### src/logic/ext_irq_two_map.svh
/*
  Offsets, field positions and reset values of the second extended
  interrupt enable and priority registers.
  Assumes an 8-bit special-function-register bus from the core.
*/
`ifndef EXT_IRQ_TWO_MAP_SVH
`define EXT_IRQ_TWO_MAP_SVH
`define ENABLE_TWO_ADDR      8'hE7
`define PRIORITY_TWO_ADDR    8'hF7
`define UART_B_BIT           1
`define BUS_POWER_BIT        0
`define ENABLE_TWO_RESET     8'h00
`define PRIORITY_TWO_RESET   8'h00
`define PRIORITY_TWO_MASK    8'h03
`endif

### src/logic/ext_irq_two_pkg.sv
/*
  Types for the second extended interrupt enable and priority block.
  Assumes nothing of its surroundings.
*/
package ext_irq_two_pkg;
  typedef struct packed {
    logic       wr;
    logic       rd;
    logic [7:0] addr;
    logic [7:0] wdata;
  } sfr_req_t;

  typedef enum logic [2:0] {
    LVL_IDLE = 3'b001,
    LVL_LOW  = 3'b010,
    LVL_HIGH = 3'b100
  } svc_level_t;
endpackage

### src/logic/ext_irq_enable_priority_2.sv
/*
  Second extended interrupt enable and priority pair, with the per-source
  gating and preemption check for the second uart and bus-power sources.
  Assumes the core drives the register bus and service begin/end strobes
  synchronously on clk_in; request lines come from on-chip logic.
*/
`timescale 1ns/100ps
`include "ext_irq_two_map.svh"

module ext_irq_enable_priority_2
  import ext_irq_two_pkg::*;
(
  input  wire logic       clk_in,
  input  wire logic       rst_b_in,
  input  wire sfr_req_t   sfr_in,
  input  wire logic       uart_b_req_in,
  input  wire logic       bus_power_req_in,
  input  wire logic       svc_begin_in,
  input  wire logic       svc_begin_high_in,
  input  wire logic       svc_end_in,
  output logic [7:0]      sfr_rdata_out,
  output logic            uart_b_irq_enable_out,
  output logic            bus_power_irq_enable_out,
  output logic            uart_b_irq_priority_out,
  output logic            bus_power_irq_priority_out,
  output logic            take_high_out,
  output logic            take_low_out
);

  ////////////////////////////////////////////////////////////////////////
  logic [7:0]  enable_r;
  logic [7:0]  enable_nxt;
  logic [7:0]  priority_r;
  logic [7:0]  priority_nxt;
  logic [7:0]  rdata_r;
  logic [7:0]  rdata_nxt;

  always_comb
  begin
    enable_nxt   = enable_r;
    priority_nxt = priority_r;
    rdata_nxt    = rdata_r;
    if (sfr_in.wr && sfr_in.addr == `ENABLE_TWO_ADDR)
    begin
      enable_nxt = sfr_in.wdata;
    end
    if (sfr_in.wr && sfr_in.addr == `PRIORITY_TWO_ADDR)
    begin
      priority_nxt = sfr_in.wdata & `PRIORITY_TWO_MASK;
    end
    if (sfr_in.rd)
    begin
      unique case (sfr_in.addr)
        `ENABLE_TWO_ADDR:   rdata_nxt = enable_r;
        `PRIORITY_TWO_ADDR: rdata_nxt = priority_r & `PRIORITY_TWO_MASK;
        default:            rdata_nxt = 8'h00;
      endcase
    end
  end

  always_ff @(posedge clk_in)
  begin
    if (!rst_b_in)
    begin
      enable_r   <= `ENABLE_TWO_RESET;
      priority_r <= `PRIORITY_TWO_RESET;
      rdata_r    <= 8'h00;
    end
    else
    begin
      enable_r   <= enable_nxt;
      priority_r <= priority_nxt;
      rdata_r    <= rdata_nxt;
    end
  end

  ////////////////////////////////////////////////////////////////////////
  // Service level tracking and preemption
  svc_level_t  level_r;
  svc_level_t  level_nxt;
  logic        was_low_r;
  logic        was_low_nxt;
  logic        high_r;
  logic        high_nxt;
  logic        low_r;
  logic        low_nxt;
  logic        uart_on;
  logic        bus_on;
  logic        any_high;
  logic        any_low;

  always_comb
  begin
    uart_on  = uart_b_req_in && enable_r[`UART_B_BIT];
    bus_on   = bus_power_req_in && enable_r[`BUS_POWER_BIT];
    any_high = (uart_on && priority_r[`UART_B_BIT])
            || (bus_on && priority_r[`BUS_POWER_BIT]);
    any_low  = (uart_on && !priority_r[`UART_B_BIT])
            || (bus_on && !priority_r[`BUS_POWER_BIT]);
    level_nxt   = level_r;
    was_low_nxt = was_low_r;
    unique case (level_r)
      LVL_IDLE:
      begin
        if (svc_begin_in)
        begin
          level_nxt = svc_begin_high_in ? LVL_HIGH : LVL_LOW;
        end
      end
      LVL_LOW:
      begin
        if (svc_begin_in && svc_begin_high_in)
        begin
          level_nxt   = LVL_HIGH;
          was_low_nxt = 1'b1;
        end
        else if (svc_end_in)
        begin
          level_nxt = LVL_IDLE;
        end
      end
      LVL_HIGH:
      begin
        if (svc_end_in)
        begin
          level_nxt   = was_low_r ? LVL_LOW : LVL_IDLE;
          was_low_nxt = 1'b0;
        end
      end
      default:
      begin
        level_nxt   = LVL_IDLE;
        was_low_nxt = 1'b0;
      end
    endcase
    high_nxt = any_high && (level_r != LVL_HIGH);
    low_nxt  = any_low && !any_high && (level_r == LVL_IDLE);
  end

  always_ff @(posedge clk_in)
  begin
    if (!rst_b_in)
    begin
      level_r   <= LVL_IDLE;
      was_low_r <= 1'b0;
      high_r    <= 1'b0;
      low_r     <= 1'b0;
    end
    else
    begin
      level_r   <= level_nxt;
      was_low_r <= was_low_nxt;
      high_r    <= high_nxt;
      low_r     <= low_nxt;
    end
  end

  assign sfr_rdata_out              = rdata_r;
  assign uart_b_irq_enable_out      = enable_r[`UART_B_BIT];
  assign bus_power_irq_enable_out   = enable_r[`BUS_POWER_BIT];
  assign uart_b_irq_priority_out    = priority_r[`UART_B_BIT];
  assign bus_power_irq_priority_out = priority_r[`BUS_POWER_BIT];
  assign take_high_out              = high_r;
  assign take_low_out               = low_r;

  ////////////////////////////////////////////////////////////////////////
  // Register bus checks
  enable_write_a: assert property (@(posedge clk_in) disable iff (!rst_b_in)
    sfr_in.wr && sfr_in.addr == `ENABLE_TWO_ADDR |=> enable_r == $past(sfr_in.wdata))
    else $error("enable register did not take write");
  enable_reset_a: assert property (@(posedge clk_in)
    !rst_b_in |=> enable_r == 8'h00 && priority_r == 8'h00)
    else $error("registers not cleared by reset");
  uart_prio_write_a: assert property (@(posedge clk_in) disable iff (!rst_b_in)
    sfr_in.wr && sfr_in.addr == `PRIORITY_TWO_ADDR |=>
    uart_b_irq_priority_out == $past(sfr_in.wdata[1]))
    else $error("uart priority bit wrong");
  bus_prio_write_a: assert property (@(posedge clk_in) disable iff (!rst_b_in)
    sfr_in.wr && sfr_in.addr == `PRIORITY_TWO_ADDR |=>
    bus_power_irq_priority_out == $past(sfr_in.wdata[0]))
    else $error("bus power priority bit wrong");
  prio_unused_a: assert property (@(posedge clk_in) disable iff (!rst_b_in)
    sfr_in.rd && sfr_in.addr == `PRIORITY_TWO_ADDR |=> sfr_rdata_out[7:2] == 6'h00)
    else $error("unused priority bits read nonzero");
  enable_read_a: assert property (@(posedge clk_in) disable iff (!rst_b_in)
    sfr_in.rd && sfr_in.addr == `ENABLE_TWO_ADDR |=> sfr_rdata_out == $past(enable_r))
    else $error("enable register read back wrong");
  prio_read_a: assert property (@(posedge clk_in) disable iff (!rst_b_in)
    sfr_in.rd && sfr_in.addr == `PRIORITY_TWO_ADDR |=>
    sfr_rdata_out[1:0] == $past(priority_r[1:0]))
    else $error("priority bits read back wrong");
  prio_write_mask_a: assert property (@(posedge clk_in) disable iff (!rst_b_in)
    sfr_in.wr && sfr_in.addr == `PRIORITY_TWO_ADDR |=> priority_r[7:2] == 6'h00)
    else $error("unused priority bits stored a write");
  enable_hold_a: assert property (@(posedge clk_in) disable iff (!rst_b_in)
    !(sfr_in.wr && sfr_in.addr == `ENABLE_TWO_ADDR) |=> $stable(enable_r))
    else $error("enable register changed without a write");

  ////////////////////////////////////////////////////////////////////////
  // Service level checks
  masked_uart_a: assert property (@(posedge clk_in) disable iff (!rst_b_in)
    !enable_r[1] && !enable_r[0] |=> !take_high_out && !take_low_out)
    else $error("masked source was taken");
  no_low_preempt_a: assert property (@(posedge clk_in) disable iff (!rst_b_in)
    level_r != LVL_IDLE |=> !take_low_out)
    else $error("low request preempted service");
  high_preempt_a: assert property (@(posedge clk_in) disable iff (!rst_b_in)
    level_r == LVL_LOW && uart_b_req_in && enable_r[1] && priority_r[1] |=> take_high_out)
    else $error("high request failed to preempt low");
  bus_high_take_a: assert property (@(posedge clk_in) disable iff (!rst_b_in)
    level_r != LVL_HIGH && bus_power_req_in && enable_r[`BUS_POWER_BIT]
    && priority_r[`BUS_POWER_BIT] |=> take_high_out)
    else $error("high bus power request not taken");
  high_blocks_low_a: assert property (@(posedge clk_in) disable iff (!rst_b_in)
    any_high |=> !take_low_out)
    else $error("low request offered while high pending");
  idle_low_take_a: assert property (@(posedge clk_in) disable iff (!rst_b_in)
    level_r == LVL_IDLE && any_low && !any_high |=> take_low_out)
    else $error("idle low request not offered");
  high_level_hold_a: assert property (@(posedge clk_in) disable iff (!rst_b_in)
    level_r == LVL_HIGH |=> !take_high_out)
    else $error("request offered during high service");
endmodule

### config.mk
export PLATFORM = sky130hd
export DESIGN_NAME = ext_irq_enable_priority_2
export DESIGN_NICKNAME = d
export VERILOG_FILES = /design/src/logic/ext_irq_two_pkg.sv /design/src/logic/ext_irq_enable_priority_2.sv
export VERILOG_INCLUDE_DIRS = /design/src /design/src/logic
export SDC_FILE = /design/constraint.sdc
export NUM_CORES = 1
export LEC_CHECK = 0
export BUFFER_PORTS_ARGS = -buffer_cell sky130_fd_sc_hd__buf_4
export CELL_PAD_IN_SITES_DETAIL_PLACEMENT = 0
export CELL_PAD_IN_SITES_GLOBAL_PLACEMENT = 1
export CORE_MARGIN = 8
export CORE_UTILIZATION = 31
export CTS_CLUSTER_SIZE = 40
export DETAILED_ROUTE_END_ITERATION = 8
export GPL_TIMING_DRIVEN = 0
export HOLD_SLACK_MARGIN = 0.05
export PLACE_DENSITY_LB_ADDON = 0.1
export SETUP_SLACK_MARGIN = 0.02
export SYNTH_ARGS = -nofsm -noshare
export SYNTH_HDL_FRONTEND = slang
export SYNTH_SLANG_ARGS = --single-unit
### constraint.sdc
create_clock -name clk_in -period 1.3 [get_ports clk_in]
set_input_delay 0.325 -clock clk_in [delete_from_list [all_inputs] [get_ports clk_in]]
set_output_delay 0.325 -clock clk_in [all_outputs]
set_load 0.01 [all_outputs]
==> Yosys cells after proc, flatten, opt, wreduce, memory -nomap -nowiden <==
Cells that the tools add are included.
{ "totals": {"reg_bits": 24, "latch_bits": 0, "ramBits": 0, "rom_bits": 0, "elab_cells": 48, "mem_count": 0} }
{ "classes": {"n_addsub": 0, "mul": 0, "n_div": 0, "n_lt_le_gt_ge": 0, "eq_ne": 10, "n_shift": 0, "n_mux": 11, "n_bitwise": 1, "reduce_logical": 19} }
{ "ops": {"columns": ["op", "count"], "rows": [
  ["$eq 8x8->1 const B", 2],
  ["$pmux 8 s2", 1],
  ["$mux 3", 5],
  ["$logic_and 1x1->1", 12],
  ["$pmux 3 s3", 1],
  ["$ne 2x2->1 const B", 3],
  ["$ne 3x3->1 const B", 2],
  ["$reduce_and 3->1", 2],
  ["$eq 3x1->1 const B", 1],
  ["$eq 3x2->1 const B", 1],
  ["$eq 3x3->1 const B", 1],
  ["$logic_not 1->1", 3],
  ["$pmux 1 s3", 1],
  ["$logic_or 1x1->1", 2],
  ["$mux 1", 2],
  ["$mux 2", 1],
  ["$not 1->1", 1]
]} }

==> Depth between registers and ports, before layout <==
Gate-level depths: netlist of the first run.
{ "logic_depth": {"ltp_word": 6, "depth_mapped": 5, "ltp_nobuf": 4} }

==> Least setup slack after synthesis of the first run <==
OpenSTA, ideal clock, no wires.
{ "synth_timing": {"path_kind": "input to register", "startpoint": "input port sfr_in[11] in the netlist's numbering", "endpoint": "register enable_r[0]", "setup_ns": 0.072, "arrival_time_ns": 1.131, "setup_slack_ns": 0.097, "stages": 5, "n_path_buf": 1, "cell_sequence": "nand4b_1 nor2_2 and3b_1 buf_6 mux2i_1"} }
{ "synth_via": {"elab_chain_len": 2} }
{ "synth_rtl": {"columns": ["item", "line_no", "source"], "rows": [
  ["start: declaration", "ext_irq_enable_priority_2.sv:15", "input wire sfr_req_t sfr_in,"],
  ["$eq 8x8->1", null, null],
  ["$logic_and 1x1->1 (no source line)", null, null],
  ["end signal: assignment", "ext_irq_enable_priority_2.sv:65", "enable_r <= `ENABLE_TWO_RESET;"],
  ["end signal: assignment", "ext_irq_enable_priority_2.sv:71", "enable_r <= enable_nxt;"],
  ["end: declaration", "ext_irq_enable_priority_2.sv:31", "logic [7:0] enable_r;"]
]} }
Every way passes these cells.
A chain may end at the register's enable or synchronous reset.

==> Worst setup path in the final report of the first run <==
{ "layout_timing": {"startpoint": "register level_r[0]", "endpoint": "register level_r[1]"} }
{ "layout_via": {"elab_chain_len": 3, "word_cells_on_any_way": 8, "classes_between": "eq/ne (6); mux (1); reduce/logical (1)"} }
{ "layout_rtl": {"columns": ["item", "line_no", "source"], "rows": [
  ["start: declaration", "ext_irq_enable_priority_2.sv:79", "svc_level_t level_r;"],
  ["start signal: assignment", "ext_irq_enable_priority_2.sv:151", "level_r <= level_nxt;"],
  ["$eq 3x2->1 (tied with other cells)", "ext_irq_enable_priority_2.sv:102", "unique case (level_r)"],
  ["$ne 3x3->1 (no source line) / $ne 2x2->1 (equally long branches)", null, null],
  ["$reduce_and 3->1 (no source line)", null, null]
]} }
Several ways; a longest one is shown, not always the timed one.

==> results of run 1 <==
[registers in the layout (all words and copies together), names as in the netlist]
signal,count
sfr_rdata_out,8
priority_r,2
take_low_out,1
take_high_out,1
enable_r,8
was_low_r,1
level_r,3
[cell type report]
class                      count  area, sq um  share of cell area (%)
sequential                    24          484                    33.3
clock inverter                 1         30.0                    2.07
multi-input combinational     82          520                    35.8
inverter                       4         15.0                    1.03
clock buffer                   3         22.5                    1.55
timing repair buffer          38          285                    19.6
buffer                         5         37.5                    2.58
tap                           46         57.6                    3.96
[layer usage]
layer,vias to the layer above,global-route usage (%),part of all wire (%)
li1,493,-,-
met1,442,11.2,43
met2,20,18.8,50
met3,4,3.37,6.0
met4,0,1.96,0.78
met5,-,0,0
[cells in the mapped netlist (2+ instances only)]
cell,count,share of area (%)
a211oi_1,2,1.4
a21oi_1,6,2.9
a22o_1,6,5.0
a31oi_1,2,1.2
buf_4,3,2.1
dfxtp_1,24,46
inv_1,4,1.4
mux2_2,2,2.1
mux2i_1,10,9.5
nand2_1,21,7.5
nand2b_1,6,3.6
nand3_1,5,2.4
nor2_1,5,1.8
o21ai_0,2,0.95
o32a_1,2,1.9
[cells by family after synthesis]
logic type             Yosys count  synth area share (%)
flip-flops                      24                  45.6
multiplexers                    12                  11.6
AND/OR/NAND/NOR                 47                  22.2
buffers and inverters            9                  4.99
AO/OA/AOI/OAI                   23                  15.6
[critical path, cell delays in order, from the launching register on]
cell	delay, ps
dfxtp_1	370
nand2b_1	190
o32a_1	310
o22ai_1	150
o211a_1	160
[repair_timing]
| item | 4_1_cts | 5_1_grt |
|---|---|---|
| buffers inserted | 0 | 0 |
| endpoints found under the hold margin | 0 | 0 |
| hold buffers | 0 | 0 |
| endpoints found under the setup margin | 0 | 3 |
| gates resized for setup | 0 | 3 |
[stage by stage]
step | hold WS, ps | setup TNS, ps | instances | worst slack (ps) | util [%]
6_report | 240 | 0 | 203 | 70.4 | 43.9
3_5_place_dp | 447 | -1390 | 199 | -142 | 42.2
4_1_cts | 230 | 0 | 203 | 35.6 | 43.8
2_1_floorplan | 435 | 0 | 115 | 97.3 | -
3_3_place_gp | 442 | -1430 | 199 | -129 | 42.2
5_1_grt | 212 | 0 | 203 | 35.3 | 43.9
[worst min-delay path by stage]
stage | depth (start not counted) | from | endpoint | slack [ps]
CTS | 3 | sfr_in[6] | enable_r[6] | 230
global route | 3 | sfr_in[6] | enable_r[6] | 210
floorplan | 2 | enable_r[2] | enable_r[2] | 440
detailed placement | 2 | enable_r[6] | enable_r[6] | 450
finish | 3 | sfr_in[6] | enable_r[6] | 240
global placement | 2 | enable_r[3] | enable_r[3] | 440
[power by group]
group / total, W / switching (W) / internal (W) / leakage [nW]
Clock: 0.000537 / 0.000225 / 0.000312 / 0.0279
Combinational: 0.000176 / 0.0000797 / 0.0000960 / 0.403
Sequential: 0.000764 / 0.0000143 / 0.000750 / 0.195
Total: 0.00148 / 0.000319 / 0.00116 / 0.627
==> flow_metrics.tcl, run 1 <==
set metrics [dict create \
    finalCritPeriodShare_pct 94.6 \
    critical_path_peak_fanout 5 \
    drv_cap 0 \
    syn-instance-count 115 \
    final_cell_mix "41 x buf_4, 21 x nand2_1, 21 x dfxtp_1" \
    die_area_sq_um 5520 \
    synth_seq_cells 24 \
    path_class "flop to flop" \
    portBuffers 38 \
    synthFlopType "dfxtp_1" \
    arrival_ps 1500 \
    numCtsBuffers 3 \
    clockBufferDepth 2 \
    drv_slew 0 \
    via_count 959 \
    crit_start "level_r[0]" \
    routedWlPerCell_microns 13.2 \
    power_leakage_nw 0.627 \
    stdcell_area_sq_um 1450 \
    r2r_setup_slack_ps 70 \
    ys_async_sr_fraction_pct 0 \
    drive_gt1_share_pct 33.8 \
    hold_viol_final 0 \
    r2r-start "level_r[0]" \
    initial_utilization_pct 31.8 \
    crit_path_end "level_r[1]" \
    coreArea_sq_um 3310 \
    nFillCells 365 \
    yosys.cell_types.count 30 \
    cts_tree "built" \
    clock_skew_ps 4.64 \
    rows 21 \
    cp-start-kind "flop" \
    reg2reg_to "level_r[1]" \
    worst_pin_slew_ps 487 \
    max_freq_mhz 813 \
    synth_edf_count 0 \
    final-setup-viol-count 0 \
    placed_area_sq_um 1400 \
    area_growth_pct 37.9 \
    p_per_area_nw_per_um2 1020 \
    die_h_microns 74.3 \
    final_common_cell "buf_4" \
    drt-pass1-iter-count 4 \
    cts_num_sinks 24 \
    grt_pass1_vias 967 \
    rsz0062_at_grt "no" \
    min_period_ps 1230 \
    antenna_found_initial 0 \
    io_pins 39 \
    root_buffer "clkbuf_4" \
    htree_levels 1 \
    die_x_microns 74.3 \
    hold_class "primary input to flop" \
    status "completed" \
    wl_mm 2.68 \
    yosys_warnings 0 \
    antenna_cells 0 \
    dp_hpwl_mm 2.09 \
    groute.usage.overall_pct 10.2 \
    routed_via_density 4.72 \
    synth_nets 140 \
    grt_max_degree 15 \
    reg2reg_depth 4 \
    finalPower_w 0.00148 \
    avgSynthCellArea_sq_um 9.16 \
    required_ps 1570 \
    netlist_area_sq_um 1050 \
    slew_headroom_pct 67.4 \
    overflow 0 \
    drc 0 \
    place_congestion 0.862 \
    fin_nets 183 \
    end_kind "flop" \
    drt_iter0_markers 37 \
    ant_nets 0 \
    yosysSeqAreaShare_pct 45.6 \
    grt_pass1_wl_mm 4.37 \
    clk_pin_slew_ps 130 \
    clkLatencyLatePin_ps 320 \
    vdd_ir_drop_max_mv 0.519 \
]
Note: power is estimated with default switching activity, not from simulation.
==> run 2, diff against run 1 <==
- MAX_ROUTING_LAYER: not set -> met4
==> flow_metrics.tcl, run 2 (same netlist as run 1, synthesis figures left out) <==
set metrics [dict create \
    worst_pin_slew_ps 487 \
    die_area_sq_um 5520 \
    antenna_found_initial 0 \
    r2r_setup_slack_ps 70 \
    numCtsBuffers 3 \
    post_cts_buffers 0 \
    whs_path_depth 3 \
    drt_iter0_markers 37 \
    root_buffer "clkbuf_4" \
    max_freq_mhz 813 \
    drive_gt1_share_pct 33.8 \
    reg2reg_depth 4 \
    grt_max_degree 15 \
    clkLatencyLatePin_ps 320 \
    die_x_microns 74.3 \
    grt_pass1_vias 966 \
    min_period_ps 1230 \
    placed_area_sq_um 1400 \
    wl_mm 2.68 \
    htree_levels 1 \
    die_h_microns 74.3 \
    grt_pass1_wl_mm 4.37 \
    clockBufferDepth 2 \
    finalCritPeriodShare_pct 94.6 \
    path_class "flop to flop" \
    clockPowerShare_pct 36.4 \
    initial_utilization_pct 31.8 \
    cts_tree "built" \
    clk_pin_slew_ps 130 \
    vdd_ir_drop_max_mv 0.519 \
    whs_ps 240 \
    overflow 0 \
    final-setup-viol-count 0 \
    dp_hpwl_mm 2.09 \
    final_cell_mix "41 x buf_4, 21 x nand2_1, 21 x dfxtp_1" \
    required_ps 1570 \
    routedWlPerCell_microns 13.2 \
    power_leakage_nw 0.627 \
    routed_via_density 4.72 \
    hold_path.startpoint "sfr_in[6]" \
    ant_nets 0 \
    fin_nets 183 \
    clock_skew_ps 4.64 \
    io_pins 39 \
    area_growth_pct 37.9 \
    antenna_cells 0 \
    stdcell_area_sq_um 1450 \
    r2r-start "level_r[0]" \
    rows 21 \
    p_per_area_nw_per_um2 1020 \
    cts_num_sinks 24 \
    final_common_cell "buf_4" \
    via_count 958 \
    drt-pass1-iter-count 4 \
    switching_share_pct 21.6 \
    cellInternalPower_w 0.00116 \
    drc 0 \
    reg2reg_to "level_r[1]" \
    switching_power_w 0.000319 \
    critical_path_peak_fanout 5 \
    p_seq_share_pct 51.7 \
    p_comb_share_pct 11.9 \
    groute.usage.overall_pct 10.5 \
    arrival_ps 1500 \
    end_kind "flop" \
    portBuffers 38 \
    cp-start-kind "flop" \
    rsz0062_at_grt "no" \
    hold_viol_final 0 \
    drv_cap 0 \
    status "completed" \
    place_congestion 0.875 \
    drv_slew 0 \
    slew_headroom_pct 67.4 \
    min_to "enable_r[6]" \
    coreArea_sq_um 3310 \
    hold_class "primary input to flop" \
]
run 2: cell counts in the layout (fill, tap and decap cells not counted):
No cell type changed its count.
run 2: per-layer routing:
layer / global-route usage, % / up-vias / wire length [microns]
met2: 18.8 / 20 / 1340
met4: 1.96 / 0 / 21
li1: - / 493 / -
met5: - / - / 0
met3: 3.37 / 4 / 161
met1: 11.2 / 441 / 1160
run 2: worst max-delay path, stage by stage, from the launching register on:
cell,delay (ps)
dfxtp_1,370
nand2b_1,190
o32a_1,310
o22ai_1,150
o211a_1,160
run 2: power groups by stage:
stage / Combinational, W / Clock, W / Sequential (W)
2_1_floorplan: 0.0000938 / 0 / 0.000776
3_3_place_gp: 0.000176 / 0 / 0.000779
3_5_place_dp: 0.000177 / 0 / 0.000780
4_1_cts: 0.000178 / 0.000559 / 0.000764
5_1_grt: 0.000195 / 0.000593 / 0.000767
6_report: 0.000176 / 0.000537 / 0.000764
run 2: area by class of cell:
cell class,instances,area (sq um)
fill,365,1860
multi-input combinational,82,520
sequential,24,484
timing repair buffer,38,285
tap,46,57.6
buffer,5,37.5
clock inverter,1,30.0
clock buffer,3,22.5
inverter,4,15.0
run 2: worst max-delay path by stage:
stage	start	endpoint	slack (ps)
floorplan	sfr_in[11]	enable_r[0]	100
global placement	sfr_in[11]	enable_r[5]	-130
detailed placement	sfr_in[11]	enable_r[7]	-140
CTS	enable_r[1]	uart_b_irq_enable_out	40
global route	level_r[0]	level_r[1]	40
finish	level_r[0]	level_r[1]	70
run 2: what timing repair did:
| item | CTS | global route |
|---|---|---|
| endpoints found under the setup margin | 0 | 3 |
| hold buffers | 0 | 0 |
| gates resized for setup | 0 | 3 |
run 2: per-stage QoR:
step,total power [W],std cells,utilization (%),setup slack (ps),setup TNS [ps]
global route,0.00156,203,43.9,35.3,0
detailed placement,0.000957,199,42.2,-142,-1390
floorplan,0.000870,115,-,97.3,0
global placement,0.000955,199,42.2,-129,-1430
finish,0.00148,203,43.9,70.4,0
CTS,0.00150,203,43.8,35.6,0
